$ cat src/design/setu_pkg.sv
package setu_pkg;
  localparam int          SAMPLE_W     = 12;
  localparam int          NUM_CH       = 4;
  localparam int          AXI_AW       = 6;
  // Register byte addresses
  localparam logic [5:0]  CTRL_OFS     = 6'h00;
  localparam logic [5:0]  THRESH_OFS   = 6'h04;
  localparam logic [5:0]  COMMIT_OFS   = 6'h08;
  localparam logic [5:0]  STATUS_OFS   = 6'h0C;
  localparam logic [5:0]  IRQ_STAT_OFS = 6'h10;
  localparam logic [5:0]  IRQ_EN_OFS   = 6'h14;
  localparam logic [5:0]  IRQ_CLR_OFS  = 6'h18;
  localparam logic [5:0]  TRIG_IDX_OFS = 6'h1C;
  // CTRL and THRESH field positions and reset values
  localparam int          CTRL_MODE_LSB = 0;
  localparam int          CTRL_CH_LSB   = 2;
  localparam int          CTRL_DIR_LSB  = 4;
  localparam int          CTRL_HYS_BIT  = 6;
  localparam int          CTRL_ARM_BIT  = 7;
  localparam int          THR_HYS_LSB   = 16;
  localparam logic [31:0] CTRL_RESET    = 32'h0000_0000;
  localparam logic [31:0] THRESH_RESET  = 32'h0000_0000;
  // Interrupt bits
  localparam int          IRQ_TRIG_BIT  = 0;
  localparam int          IRQ_FORCE_BIT = 1;
  localparam int          IRQ_W         = 2;
  // Auto-mode timeout and AXI response codes
  localparam int          CLK_MHZ       = 100;
  localparam int          AUTO_TMO_US   = 100;
  localparam int          AUTO_TMO_CYC  = AUTO_TMO_US * CLK_MHZ;
  localparam logic [1:0]  AXI_OKAY      = 2'h0;
  localparam logic [1:0]  AXI_SLVERR    = 2'h2;

  typedef enum logic [1:0] {
    SETU_MODE_NONE   = 2'h0,
    SETU_MODE_AUTO   = 2'h1,
    SETU_MODE_REPEAT = 2'h2,
    SETU_MODE_SINGLE = 2'h3
  } setu_mode_e;

  typedef enum logic [1:0] {
    SETU_DIR_RISE = 2'h0,
    SETU_DIR_FALL = 2'h1,
    SETU_DIR_BOTH = 2'h2,
    SETU_DIR_RSVD = 2'h3
  } setu_dir_e;

  typedef struct packed {
    setu_mode_e            mode;
    logic [1:0]            chan;
    setu_dir_e             dir;
    logic                  hys_en;
    logic                  arm;
    logic [SAMPLE_W-1:0]   thresh;
    logic [SAMPLE_W-1:0]   hys_thresh;
  } setu_cfg_s;
endpackage

$ cat src/design/setu_cfg_if.sv
`timescale 1ns/1ps
`default_nettype none
interface setu_cfg_if;
  import setu_pkg::*;
  setu_cfg_s           cfg;
  logic                hit;
  logic                hit_rise;
  logic [SAMPLE_W-1:0] sel_sample;
  logic                sel_valid;
  modport ctrl (output cfg, output sel_sample, output sel_valid, input hit, input hit_rise);
  modport det  (input cfg, input sel_sample, input sel_valid, output hit, output hit_rise);
endinterface
`default_nettype wire

$ cat src/design/setu_edge_det.sv
`timescale 1ns/1ps
`default_nettype none
module setu_edge_det (
  // Clock and reset
  input  wire logic aclk,
  input  wire logic aresetn,
  // Detector link
  setu_cfg_if.det   lnk
);
  import setu_pkg::*;

  logic                prev_reg, prev_next;
  logic                seen_reg, seen_next;
  logic                armr_reg, armr_next;
  logic                armf_reg, armf_next;
  logic                hit_reg,  hit_next;
  logic                hr_reg,   hr_next;
  logic                above, above_hi, above_lo, rise, fall;

  // ----------------------------------------------------------------
  // Threshold crossing and hysteresis arming
  // ----------------------------------------------------------------
  always_comb begin
    above     = lnk.sel_sample >= lnk.cfg.thresh;
    above_hi  = lnk.sel_sample >= lnk.cfg.hys_thresh;
    above_lo  = lnk.sel_sample < lnk.cfg.hys_thresh;
    rise      = seen_reg && !prev_reg && above;
    fall      = seen_reg && prev_reg && !above;
    prev_next = prev_reg;
    seen_next = seen_reg;
    armr_next = armr_reg;
    armf_next = armf_reg;
    hit_next  = 1'b0;
    hr_next   = 1'b0;
    if (lnk.sel_valid) begin
      prev_next = above;
      seen_next = 1'b1;
      if (lnk.cfg.hys_en) begin
        // Below both levels arms rise, above both arms fall
        if (above_lo && !above) armr_next = 1'b1;
        if (above_hi && above)  armf_next = 1'b1;
      end
      unique case (lnk.cfg.dir)
        SETU_DIR_RISE: hit_next = rise && (!lnk.cfg.hys_en || armr_reg);
        SETU_DIR_FALL: hit_next = fall && (!lnk.cfg.hys_en || armf_reg);
        SETU_DIR_BOTH: hit_next = (rise && (!lnk.cfg.hys_en || armr_reg))
                                || (fall && (!lnk.cfg.hys_en || armf_reg));
        default:       hit_next = 1'b0;
      endcase
      hr_next = rise;
      if (hit_next && rise) armr_next = 1'b0;
      if (hit_next && fall) armf_next = 1'b0;
    end
    // Arming is held cleared while hysteresis is off
    if (!lnk.cfg.hys_en) begin
      armr_next = 1'b0;
      armf_next = 1'b0;
    end
  end

  always_ff @(posedge aclk) begin
    if (!aresetn) begin
      prev_reg <= 1'b0;
      seen_reg <= 1'b0;
      armr_reg <= 1'b0;
      armf_reg <= 1'b0;
      hit_reg  <= 1'b0;
      hr_reg   <= 1'b0;
    end else begin
      prev_reg <= prev_next;
      seen_reg <= seen_next;
      armr_reg <= armr_next;
      armf_reg <= armf_next;
      hit_reg  <= hit_next;
      hr_reg   <= hr_next;
    end
  end

  assign lnk.hit      = hit_reg;
  assign lnk.hit_rise = hr_reg;
endmodule
`default_nettype wire

$ cat src/design/setu_trigger_top.sv
// Added by the designer: the AXI4-Lite register port and the register addresses.
`timescale 1ns/1ps
`default_nettype none
// Notes on behaviour
// - Four trigger modes exist: none, auto, repeat and single.
// - None mode captures every sample without waiting for a trigger.
// - Auto mode waits for a trigger and forces capture after a timeout.
// - Repeat mode captures only after each trigger and delivers nothing otherwise.
// - Single mode stops acquiring after the first trigger.
// - Only the selected trigger channel is evaluated.
// - Samples are compared with a programmable threshold; a crossing is an event.
// - Rise direction fires on an upward crossing.
// - Fall direction fires on a downward crossing.
// - Both direction fires on crossings of either polarity.
// - Hysteresis adds a second threshold against noise.
// - With hysteresis the second level arms and the main level fires.
module setu_trigger_top #(
  parameter int AUTO_TMO = setu_pkg::AUTO_TMO_CYC
) (
  // Clock and reset
  input  wire logic                             aclk,
  input  wire logic                             aresetn,
  // AXI4-Lite slave
  input  wire logic [setu_pkg::AXI_AW-1:0]      s_axi_awaddr,
  input  wire logic                             s_axi_awvalid,
  output var  logic                             s_axi_awready,
  input  wire logic [31:0]                      s_axi_wdata,
  input  wire logic [3:0]                       s_axi_wstrb,
  input  wire logic                             s_axi_wvalid,
  output var  logic                             s_axi_wready,
  output var  logic [1:0]                       s_axi_bresp,
  output var  logic                             s_axi_bvalid,
  input  wire logic                             s_axi_bready,
  input  wire logic [setu_pkg::AXI_AW-1:0]      s_axi_araddr,
  input  wire logic                             s_axi_arvalid,
  output var  logic                             s_axi_arready,
  output var  logic [31:0]                      s_axi_rdata,
  output var  logic [1:0]                       s_axi_rresp,
  output var  logic                             s_axi_rvalid,
  input  wire logic                             s_axi_rready,
  // Sample stream from front end
  input  wire logic [setu_pkg::NUM_CH*setu_pkg::SAMPLE_W-1:0] smp_data,
  input  wire logic                             smp_valid,
  // Capture, trigger and interrupt outputs
  output var  logic                             cap_en,
  output var  logic                             trig_pulse,
  output var  logic                             irq
);
  import setu_pkg::*;

  if (AUTO_TMO < 1) begin : g_bad_tmo
    $error("AUTO_TMO must be at least 1");
  end

  setu_cfg_if lnk ();

  typedef enum logic [1:0] {
    SETU_ST_IDLE = 2'h0,
    SETU_ST_WAIT = 2'h1,
    SETU_ST_HOLD = 2'h2
  } setu_state_e;

  // ----------------------------------------------------------------
  // Register bus
  // ----------------------------------------------------------------
  logic [31:0]         ctrl_reg,   ctrl_next;
  logic [31:0]         thr_reg,    thr_next;
  setu_cfg_s           act_reg,    act_next;
  logic [IRQ_W-1:0]    ist_reg,    ist_next;
  logic [IRQ_W-1:0]    ien_reg,    ien_next;
  logic                awr_reg,    awr_next;
  logic                wr_reg,     wr_next;
  logic                bv_reg,     bv_next;
  logic [1:0]          br_reg,     br_next;
  logic                arr_reg,    arr_next;
  logic                rv_reg,     rv_next;
  logic [31:0]         rd_reg,     rd_next;
  logic [1:0]          rr_reg,     rr_next;
  logic [AXI_AW-1:0]   awa_reg,    awa_next;
  logic                awh_reg,    awh_next;
  logic [31:0]         wd_reg,     wd_next;
  logic                wh_reg,     wh_next;
  logic [IRQ_W-1:0]    clr_w;
  logic                commit_w;

  // Acquisition state
  setu_state_e         st_reg,     st_next;
  logic                cap_reg,    cap_next;
  logic                tp_reg,     tp_next;
  logic                irq_reg,    irq_next;
  logic [31:0]         idx_reg,    idx_next;
  logic [31:0]         tidx_reg,   tidx_next;
  logic [31:0]         tmo_reg,    tmo_next;
  logic [IRQ_W-1:0]    ev_w;

  function automatic logic [31:0] merge(input logic [31:0] o, input logic [31:0] d, input logic [3:0] s);
    logic [31:0] r;
    r = o;
    for (int i = 0; i < 4; i++) begin
      if (s[i]) r[i*8 +: 8] = d[i*8 +: 8];
    end
    return r;
  endfunction

  always_comb begin
    awr_next = 1'b0;
    wr_next  = 1'b0;
    awa_next = awa_reg;
    awh_next = awh_reg;
    wd_next  = wd_reg;
    wh_next  = wh_reg;
    bv_next  = bv_reg;
    br_next  = br_reg;
    ctrl_next = ctrl_reg;
    thr_next  = thr_reg;
    ien_next  = ien_reg;
    clr_w     = '0;
    commit_w  = 1'b0;
    if (s_axi_awvalid && !awh_reg && !awr_reg) begin
      awr_next = 1'b1;
    end
    if (s_axi_awvalid && awr_reg) begin
      awa_next = s_axi_awaddr;
      awh_next = 1'b1;
    end
    if (s_axi_wvalid && !wh_reg && !wr_reg) begin
      wr_next = 1'b1;
    end
    if (s_axi_wvalid && wr_reg) begin
      wd_next = merge(32'h0000_0000, s_axi_wdata, s_axi_wstrb);
      wh_next = 1'b1;
      if (awh_reg || (s_axi_awvalid && awr_reg)) begin
      end
    end
    if (awh_reg && wh_reg && !bv_reg) begin
      awh_next = 1'b0;
      wh_next  = 1'b0;
      bv_next  = 1'b1;
      br_next  = AXI_OKAY;
      unique case (awa_reg)
        CTRL_OFS:    ctrl_next = wd_reg;
        THRESH_OFS:  thr_next  = wd_reg;
        COMMIT_OFS:  commit_w  = 1'b1;
        IRQ_EN_OFS:  ien_next  = wd_reg[IRQ_W-1:0];
        IRQ_CLR_OFS: clr_w     = wd_reg[IRQ_W-1:0];
        STATUS_OFS, IRQ_STAT_OFS, TRIG_IDX_OFS: br_next = AXI_OKAY;
        default:     br_next   = AXI_SLVERR;
      endcase
    end
    if (bv_reg && s_axi_bready) bv_next = 1'b0;
  end

  always_comb begin
    arr_next = 1'b0;
    rv_next  = rv_reg;
    rd_next  = rd_reg;
    rr_next  = rr_reg;
    if (s_axi_arvalid && !rv_reg && !arr_reg) arr_next = 1'b1;
    if (s_axi_arvalid && arr_reg) begin
      rv_next = 1'b1;
      rr_next = AXI_OKAY;
      unique case (s_axi_araddr)
        CTRL_OFS:     rd_next = ctrl_reg;
        THRESH_OFS:   rd_next = thr_reg;
        STATUS_OFS:   rd_next = {28'h0000000, cap_reg, act_reg.arm, st_reg};
        IRQ_STAT_OFS: rd_next = {{(32-IRQ_W){1'b0}}, ist_reg};
        IRQ_EN_OFS:   rd_next = {{(32-IRQ_W){1'b0}}, ien_reg};
        TRIG_IDX_OFS: rd_next = tidx_reg;
        COMMIT_OFS, IRQ_CLR_OFS: rd_next = 32'h0000_0000;
        default: begin
          rd_next = 32'h0000_0000;
          rr_next = AXI_SLVERR;
        end
      endcase
    end
    if (rv_reg && s_axi_rready) rv_next = 1'b0;
  end

  // Shadow to active copy in one cycle
  always_comb begin
    act_next = act_reg;
    if (commit_w) begin
      act_next.mode       = setu_mode_e'(ctrl_reg[CTRL_MODE_LSB +: 2]);
      act_next.chan       = ctrl_reg[CTRL_CH_LSB +: 2];
      act_next.dir        = setu_dir_e'(ctrl_reg[CTRL_DIR_LSB +: 2]);
      act_next.hys_en     = ctrl_reg[CTRL_HYS_BIT];
      act_next.arm        = ctrl_reg[CTRL_ARM_BIT];
      act_next.thresh     = thr_reg[SAMPLE_W-1:0];
      act_next.hys_thresh = thr_reg[THR_HYS_LSB +: SAMPLE_W];
    end
  end

  // ----------------------------------------------------------------
  // Channel select and acquisition control
  // ----------------------------------------------------------------
  assign lnk.cfg        = act_reg;
  assign lnk.sel_sample = smp_data[act_reg.chan*SAMPLE_W +: SAMPLE_W];
  assign lnk.sel_valid  = smp_valid;

  always_comb begin
    st_next   = st_reg;
    cap_next  = cap_reg;
    tp_next   = 1'b0;
    idx_next  = idx_reg;
    tidx_next = tidx_reg;
    tmo_next  = tmo_reg;
    ev_w      = '0;
    if (smp_valid) idx_next = idx_reg + 32'h0000_0001;
    if (!act_reg.arm || act_reg.mode == SETU_MODE_NONE) begin
      st_next  = SETU_ST_IDLE;
      cap_next = 1'b1;
      tmo_next = '0;
    end else begin
      unique case (st_reg)
        SETU_ST_IDLE: begin
          st_next  = SETU_ST_WAIT;
          cap_next = 1'b0;
          tmo_next = '0;
        end
        SETU_ST_WAIT: begin
          if (lnk.hit) begin
            tp_next   = 1'b1;
            tidx_next = idx_reg - 32'h0000_0001;
            ev_w[IRQ_TRIG_BIT] = 1'b1;
            cap_next  = act_reg.mode != SETU_MODE_SINGLE;
            tmo_next  = '0;
            if (act_reg.mode == SETU_MODE_SINGLE) st_next = SETU_ST_HOLD;
          end else if (act_reg.mode == SETU_MODE_AUTO && tmo_reg >= 32'(AUTO_TMO - 1)) begin
            cap_next = 1'b1;
            ev_w[IRQ_FORCE_BIT] = 1'b1;
            tmo_next = '0;
          end else begin
            tmo_next = tmo_reg + 32'h0000_0001;
            if (act_reg.mode != SETU_MODE_AUTO) cap_next = 1'b0;
          end
        end
        SETU_ST_HOLD: cap_next = 1'b0;
        default:      st_next  = SETU_ST_IDLE;
      endcase
    end
    ist_next = (ist_reg & ~clr_w) | ev_w;
    irq_next = |(ist_next & ien_reg);
  end

  always_ff @(posedge aclk) begin
    if (!aresetn) begin
      ctrl_reg <= CTRL_RESET;
      thr_reg  <= THRESH_RESET;
      act_reg  <= '0;
      ist_reg  <= '0;
      ien_reg  <= '0;
      awr_reg  <= 1'b0;
      wr_reg   <= 1'b0;
      bv_reg   <= 1'b0;
      br_reg   <= AXI_OKAY;
      arr_reg  <= 1'b0;
      rv_reg   <= 1'b0;
      rd_reg   <= 32'h0000_0000;
      rr_reg   <= AXI_OKAY;
      awa_reg  <= '0;
      awh_reg  <= 1'b0;
      wd_reg   <= 32'h0000_0000;
      wh_reg   <= 1'b0;
      st_reg   <= SETU_ST_IDLE;
      cap_reg  <= 1'b0;
      tp_reg   <= 1'b0;
      irq_reg  <= 1'b0;
      idx_reg  <= 32'h0000_0000;
      tidx_reg <= 32'h0000_0000;
      tmo_reg  <= 32'h0000_0000;
    end else begin
      ctrl_reg <= ctrl_next;
      thr_reg  <= thr_next;
      act_reg  <= act_next;
      ist_reg  <= ist_next;
      ien_reg  <= ien_next;
      awr_reg  <= awr_next;
      wr_reg   <= wr_next;
      bv_reg   <= bv_next;
      br_reg   <= br_next;
      arr_reg  <= arr_next;
      rv_reg   <= rv_next;
      rd_reg   <= rd_next;
      rr_reg   <= rr_next;
      awa_reg  <= awa_next;
      awh_reg  <= awh_next;
      wd_reg   <= wd_next;
      wh_reg   <= wh_next;
      st_reg   <= st_next;
      cap_reg  <= cap_next;
      tp_reg   <= tp_next;
      irq_reg  <= irq_next;
      idx_reg  <= idx_next;
      tidx_reg <= tidx_next;
      tmo_reg  <= tmo_next;
    end
  end

  setu_edge_det u_det (
    .aclk    (aclk),
    .aresetn (aresetn),
    .lnk     (lnk)
  );

  assign s_axi_awready = awr_reg;
  assign s_axi_wready  = wr_reg;
  assign s_axi_bvalid  = bv_reg;
  assign s_axi_bresp   = br_reg;
  assign s_axi_arready = arr_reg;
  assign s_axi_rvalid  = rv_reg;
  assign s_axi_rdata   = rd_reg;
  assign s_axi_rresp   = rr_reg;
  assign cap_en        = cap_reg;
  assign trig_pulse    = tp_reg;
  assign irq           = irq_reg;
endmodule
`default_nettype wire

$ cat config.mk
export PLATFORM = sky130hd
export DESIGN_NAME = setu_trigger_top
export DESIGN_NICKNAME = d
export VERILOG_FILES = /design/src/design/setu_pkg.sv /design/src/design/setu_cfg_if.sv /design/src/design/setu_edge_det.sv /design/src/design/setu_trigger_top.sv
export SDC_FILE = /design/constraint.sdc
export NUM_CORES = 1
export LEC_CHECK = 0
export ABC_CLOCK_PERIOD_IN_PS = 4650
export BUFFER_PORTS_ARGS = -buffer_cell sky130_fd_sc_hd__buf_2
export CORE_MARGIN = 1
export CORE_UTILIZATION = 45
export DETAILED_ROUTE_END_ITERATION = 12
export PLACE_DENSITY = 0.72
export SYNTH_ARGS = -nofsm -noshare
export SYNTH_HDL_FRONTEND = slang
export SYNTH_SLANG_ARGS = --single-unit
$ cat constraint.sdc
create_clock -name aclk -period 4.65 [get_ports aclk]
set_input_delay 0.465 -clock aclk [delete_from_list [all_inputs] [get_ports aclk]]
set_output_delay 0.465 -clock aclk [all_outputs]
set_load 0.02 [all_outputs]
== Word level (Yosys, flattened, before mapping) ==
Index checks and enable logic that the tools add are counted.
W data, S select, Z words.

* Flip-flop bits (word level): 287
* Input bits: 104
* Output and inout bits: 44
* Logic and storage cells: 180

* $add $sub $neg: 3
* $mul: 1
* Magnitude comparators: 4
* Equality and inequality tests: 25
* Shift operators: 1
* Muxes and demuxes: 36
* Bitwise gates (word level): 8
* Reductions and logical operators: 67

{| class="wikitable"
|+ Operators with widths
! cell !! count
|-
| $pmux W32 S6 || 1
|-
| $add A32 B1 Y32 const B || 2
|-
| $mux W32 || 2
|-
| $pmux W32 S2 || 1
|-
| $eq A6 B5 Y1 const B || 8
|-
| $shiftx A48 B7 Y12 || 1
|-
| $ge A32 B14 Y1 const B || 1
|-
| $mux W8 || 4
|-
| $sub A32 B1 Y32 const B || 1
|-
| $eq A6 B4 Y1 const B || 4
|-
| $ge A12 B12 Y1 || 2
|-
| $logic_and A1 B1 Y1 || 24
|-
| $mux W1 || 17
|-
| $mux W2 || 8
|-
| $reduce_and A2 Y1 || 8
|-
| $reduce_or A8 Y1 || 2
|-
| $eq A6 B3 Y1 const B || 2
|-
| $logic_not A6 Y1 || 2
|-
| $lt A12 B12 Y1 || 1
|-
| $reduce_or A2 Y1 || 6
|-
| $logic_not A1 Y1 || 11
|-
| $eq A2 B1 Y1 const B || 3
|-
| $eq A2 B2 Y1 const B || 3
|-
| $logic_not A2 Y1 || 3
|-
| 16 further kinds || 28
|}

== Longest topological paths before layout ==
* Depth after elaboration: 12
* Depth in mapped cells: 9
* Depth with buffers taken out: 9

== Hierarchy ==
A second synthesis with hierarchy kept.

* Cell total of the unflattened synthesis: 1584
* Area, all modules: 12932.4 um^2

{| class="wikitable"
|+ Modules (own cells, without submodules)
! module !! instances !! cells each !! area each (um^2) !! seq. area each (um^2)
|-
| setu_trigger_top || 1 || 1470 || 12050.3 || 5605.4
|-
| setu_edge_det || 1 || 114 || 882.1 || 120.1
|}

== Worst setup path before layout ==
No wires, ideal clock.

* Path kind: reg-to-reg
* Start: register act_reg[28] (netlist bit)
* End: register u_det.hit_reg, in the netlist u_det.lnk.hit
* Library setup time: 0.115 ns
* Data arrival time: 2.789 ns
* Data required time: 4.535 ns
* Path slack: 1.746 ns
* Cell stages (with the launch flop): 10
* Buffers on the path: 1
* Period minus slack after synthesis: 2.904 ns
* Cell sequence: dfxtp_1 buf_1 mux4_2 ha_1 a211oi_1 nor2_1 a211oi_1 o21ai_0 and3_1 o21a_1

* Cells in the longest elaborated chain, start to end: 9
* Elaborated cells on any way between the ends: 11
* Classes of those cells: mul: 1; order compare: 1; shift: 1; mux: 2; reduce/logical: 6

{| class="wikitable"
|+ RTL lines
! item !! RTL line !! RTL
|-
| start, declared || setu_trigger_top.sv:68 || <nowiki>setu_cfg_s act_reg, act_next;</nowiki>
|-
| start signal, assigned || setu_trigger_top.sv:274 || <nowiki>act_reg <= act_next;</nowiki>
|-
| $mul A2 B2 Y4 * || setu_trigger_top.sv:197 || <nowiki>assign lnk.sel_sample = smp_data[act_reg.chan*SAMPLE_W +: SAMPLE_W];</nowiki>
|-
| $shiftx A48 B7 Y12 * || setu_trigger_top.sv:197 ||
|-
| $ge A12 B12 Y1 * || setu_edge_det.sv:24 || <nowiki>above = lnk.sel_sample >= lnk.cfg.thresh;</nowiki>
|-
| $logic_not A1 Y1 || setu_edge_det.sv:28 || <nowiki>fall = seen_reg && prev_reg && !above;</nowiki>
|-
| $logic_and A1 B1 Y1 || setu_edge_det.sv:28 ||
|-
| $logic_and A1 B1 Y1 || setu_edge_det.sv:45, setu_edge_det.sv:47 ||
|-
| $logic_or A1 B1 Y1 || setu_edge_det.sv:47 || <nowiki>|| (fall && (!lnk.cfg.hys_en || armf_reg));</nowiki>
|-
| $pmux W1 S3 * || setu_edge_det.sv:43 || <nowiki>unique case (lnk.cfg.dir)</nowiki>
|-
| $mux W1 * || setu_edge_det.sv:35 || <nowiki>if (lnk.sel_valid) begin</nowiki>
|-
| end signal, assigned || setu_edge_det.sv:74 || <nowiki>hit_reg <= hit_next;</nowiki>
|-
| end, declared || setu_edge_det.sv:16 || <nowiki>logic hit_reg, hit_next;</nowiki>
|}

Mark *: on every way between the ends. The rest lies on a longest branch, timed or not. The select of a mux whose other input is x is not followed.
A chain may end at the register's enable or synchronous reset.

== Worst setup path in the final report ==
Same ends and word-level chain as after synthesis.

==> impl_metrics.env <==
export IMPL_layout_min_cycle_time_ps=3260
export IMPL_final_nets=1770
export IMPL_grt_use_total_pct=23.8
export IMPL_drc=0
export IMPL_finalHoldWorstSlack_ps=161
export IMPL_grt_start_max_net_pins=100
export IMPL_synth_flop_cell="dfxtp_1"
export IMPL_slowest_delay_ps=820
export IMPL_wirelength_um=34700
export IMPL_grt_pass1_vias=10500
export IMPL_muxShareOfSynthArea_pct=3.74
export IMPL_synth_cell_type_count=62
export IMPL_ctsHoldBuffers=0
export IMPL_cts_sinks=285
export IMPL_multi_input_area_um2=6410
export IMPL_gp_congestion=0.892
export IMPL_drv_cap=0
export IMPL_power_density_nw_per_um2=356
export IMPL_fin_setup_tns_ps=0
export IMPL_synth_seq_cells=285
export IMPL_dp_hpwl_um=23400
export IMPL_avgRoutedWirePerCell_um=17.0
export IMPL_met3_usage_pct=4.13
export IMPL_ioPinCount=148
export IMPL_synth_top_family_by_area="simple AND/OR/NAND/NOR gates"
export IMPL_yosysWarnings=0
export IMPL_maxSlewViolCount=0
export IMPL_drt_iter0_markers=1218
export IMPL_post_synth_cell_area_avg_um2=8.12
export IMPL_synth_edf_count=0
export IMPL_die_w_um=170
export IMPL_regArea_um2=5710
export IMPL_crit_buf_inv=0
export IMPL_slowest_stage="dfxtp_1"
export IMPL_yosys_area_share_simple_pct=23.5
export IMPL_critPathTopFamily="compound AO/OA/AOI/OAI gates"
export IMPL_critical_path_class="reg -> reg"
export IMPL_synthToLayoutAreaGrowth_pct=15.2
export IMPL_mostFrequentLayoutCell="nand2_1"
export IMPL_grt_pass1_wl_um=55100
export IMPL_maxSlewHeadroom_pct=18.4
export IMPL_die_area_um2=28800
export IMPL_viasPerCell=5.64
export IMPL_fill_cells=2613
export IMPL_worst_slew_pin_slew_ps=1210
export IMPL_insertion_delay_ps=550
export IMPL_post_cts_resized=0
export IMPL_final_hold_viol_count=0
export IMPL_required_ps=5100
export IMPL_rsz0062_at_grt="no"
export IMPL_ant_nets=0
export IMPL_fmax_mhz=307
export IMPL_start_kind="flip-flop"
export IMPL_ir_worst_vdd_mv=0.278
export IMPL_worstPathMaxFanout=13
export IMPL_num_rows=61
export IMPL_post_cts_buffers=0
export IMPL_synth_compound_area_share_pct=16.4
export IMPL_period_share_pct=70.0
export IMPL_leakage_uw=0.00526
export IMPL_clockRootBuffer="clkbuf_16"
export IMPL_setup_violations=0
export IMPL_drtPass1Iterations=5
export IMPL_syn_inst=1559
export IMPL_hold_path_class="in -> reg"
export IMPL_netlist_area_um2=12700
export IMPL_via_count=11500
export IMPL_final_setup_worst_slack_ps=1390
export IMPL_cts_tree="built"
export IMPL_place_ws_ps=1420
export IMPL_synth_adder_area_share_pct=2.67
export IMPL_drive_gt1_share_pct=14.3
export IMPL_synth_xor_area_share_pct=3.87
export IMPL_crit_arrival_ps=3710
export IMPL_die_h_um=170
export IMPL_final_cell_mix="nand2_1, dfxtp_1, a21oi_1"
export IMPL_met1_usage_pct=32.5
export IMPL_busiest_layer="met2"
export IMPL_finalClockSkew_ps=9.52
export IMPL_start_util_pct=45.7
export IMPL_grt_overflow=0
export IMPL_cts_buffers=30
export IMPL_status="complete, no violations"
export IMPL_numPortBuffers=145
export IMPL_clockBufferDepth=3
export IMPL_core_um2=27700
export IMPL_clk_pin_slew_ps=60
export IMPL_cts_htree_levels=1
export IMPL_crit_chain="mux4_2, ha_1, a211oi_1, o21ai_0, a211oi_1, o21ai_0, and3_1, o21a_1"
export IMPL_synth_yosys_seq_area_share_pct=45.1
export IMPL_async_flop_share_pct=0
export IMPL_endpoint_kind="flip-flop"
export IMPL_antenna_found_initial=2
export IMPL_grtUsageMet2_pct=38.1
cell usage after synthesis (all sizes together), types with 12 or more instances:
cell type  number  area share, %
nor3           26            1.1
a222oi         28            2.2
dfxtp         285             45
xor2           25            1.7
xnor2          31            2.1
nor2           89            2.6
nand3          73            2.9
nor4           18            1.0
mux4           12            2.1
nand2         342             10
nand4          20           0.99
or3            16           0.79
o21ai          76            3.0
ha             27            2.7
inv            40            1.2
clkbuf        105            3.1
and3           18           0.89
a31oi          13           0.64
a21oi         179            7.1
a211oi         26            1.6
mux2i          17            1.3
cell type report:
cell class                      instances  share of cell area [%]
Multi-Input combinational cell       1122                    44.0
Timing Repair Buffer                  160                    5.75
Sequential cell                       285                    39.1
Tap cell                              378                    3.24
Antenna cell                            1                  0.0172
Clock buffer                           44                    6.00
Inverter                               40                    1.06
Clock inverter                          9                   0.858
worst paths after layout:
check	depth (start not counted)	slack, ps	from	endpoint
hold reg to reg	2	450	s_axi_rdata[14]	s_axi_rdata[14]
setup reg to reg	8	1390	act_reg[28]	u_det.lnk.hit
hold / removal	3	160	s_axi_awaddr[2]	awa_reg[2]
setup / recovery	8	1390	act_reg[28]	u_det.lnk.hit
worst min-delay path, stage by stage:
cell     delay (ps)
buf_2           100
nand3_1          50
a21oi_1          50
layer usage:
| metal | wire length (um) | vias up |
|---|---|---|
| met5 | 13 | - |
| met4 | 945 | 2 |
| met3 | 2450 | 75 |
| met2 | 15900 | 410 |
| met1 | 15400 | 5412 |
| li1 | - | 5603 |
power breakdown:
part,switching [uW],internal (uW)
combinational,176,112
sequential,15.7,2460
clock,969,1460
metrics by stage:
stage / utilization, % / instance area (um^2) / power [uW] / std cells
after detailed placement: 49.0 / 13600 / 2810 / 1985
after global routing: 52.7 / 14600 / 5350 / 2039
after CTS: 52.6 / 14600 / 5220 / 2038
after floorplan: - / 12700 / 2710 / 1560
after global placement: 49.0 / 13600 / 2810 / 1985
final: 52.7 / 14600 / 5190 / 2039
cell families (layout without fill, tap and decap cells):
logic type      count (synthesis)  count (layout)
mux                            32              32
xor+xnor                       56              56
other cells                     1               3
flops                         285             285
buf+inv                       153             253
simple gates                  654             654
fa+ha+maj                      27              27
compound gates                351             351
(Power assumes the default switching activity.)
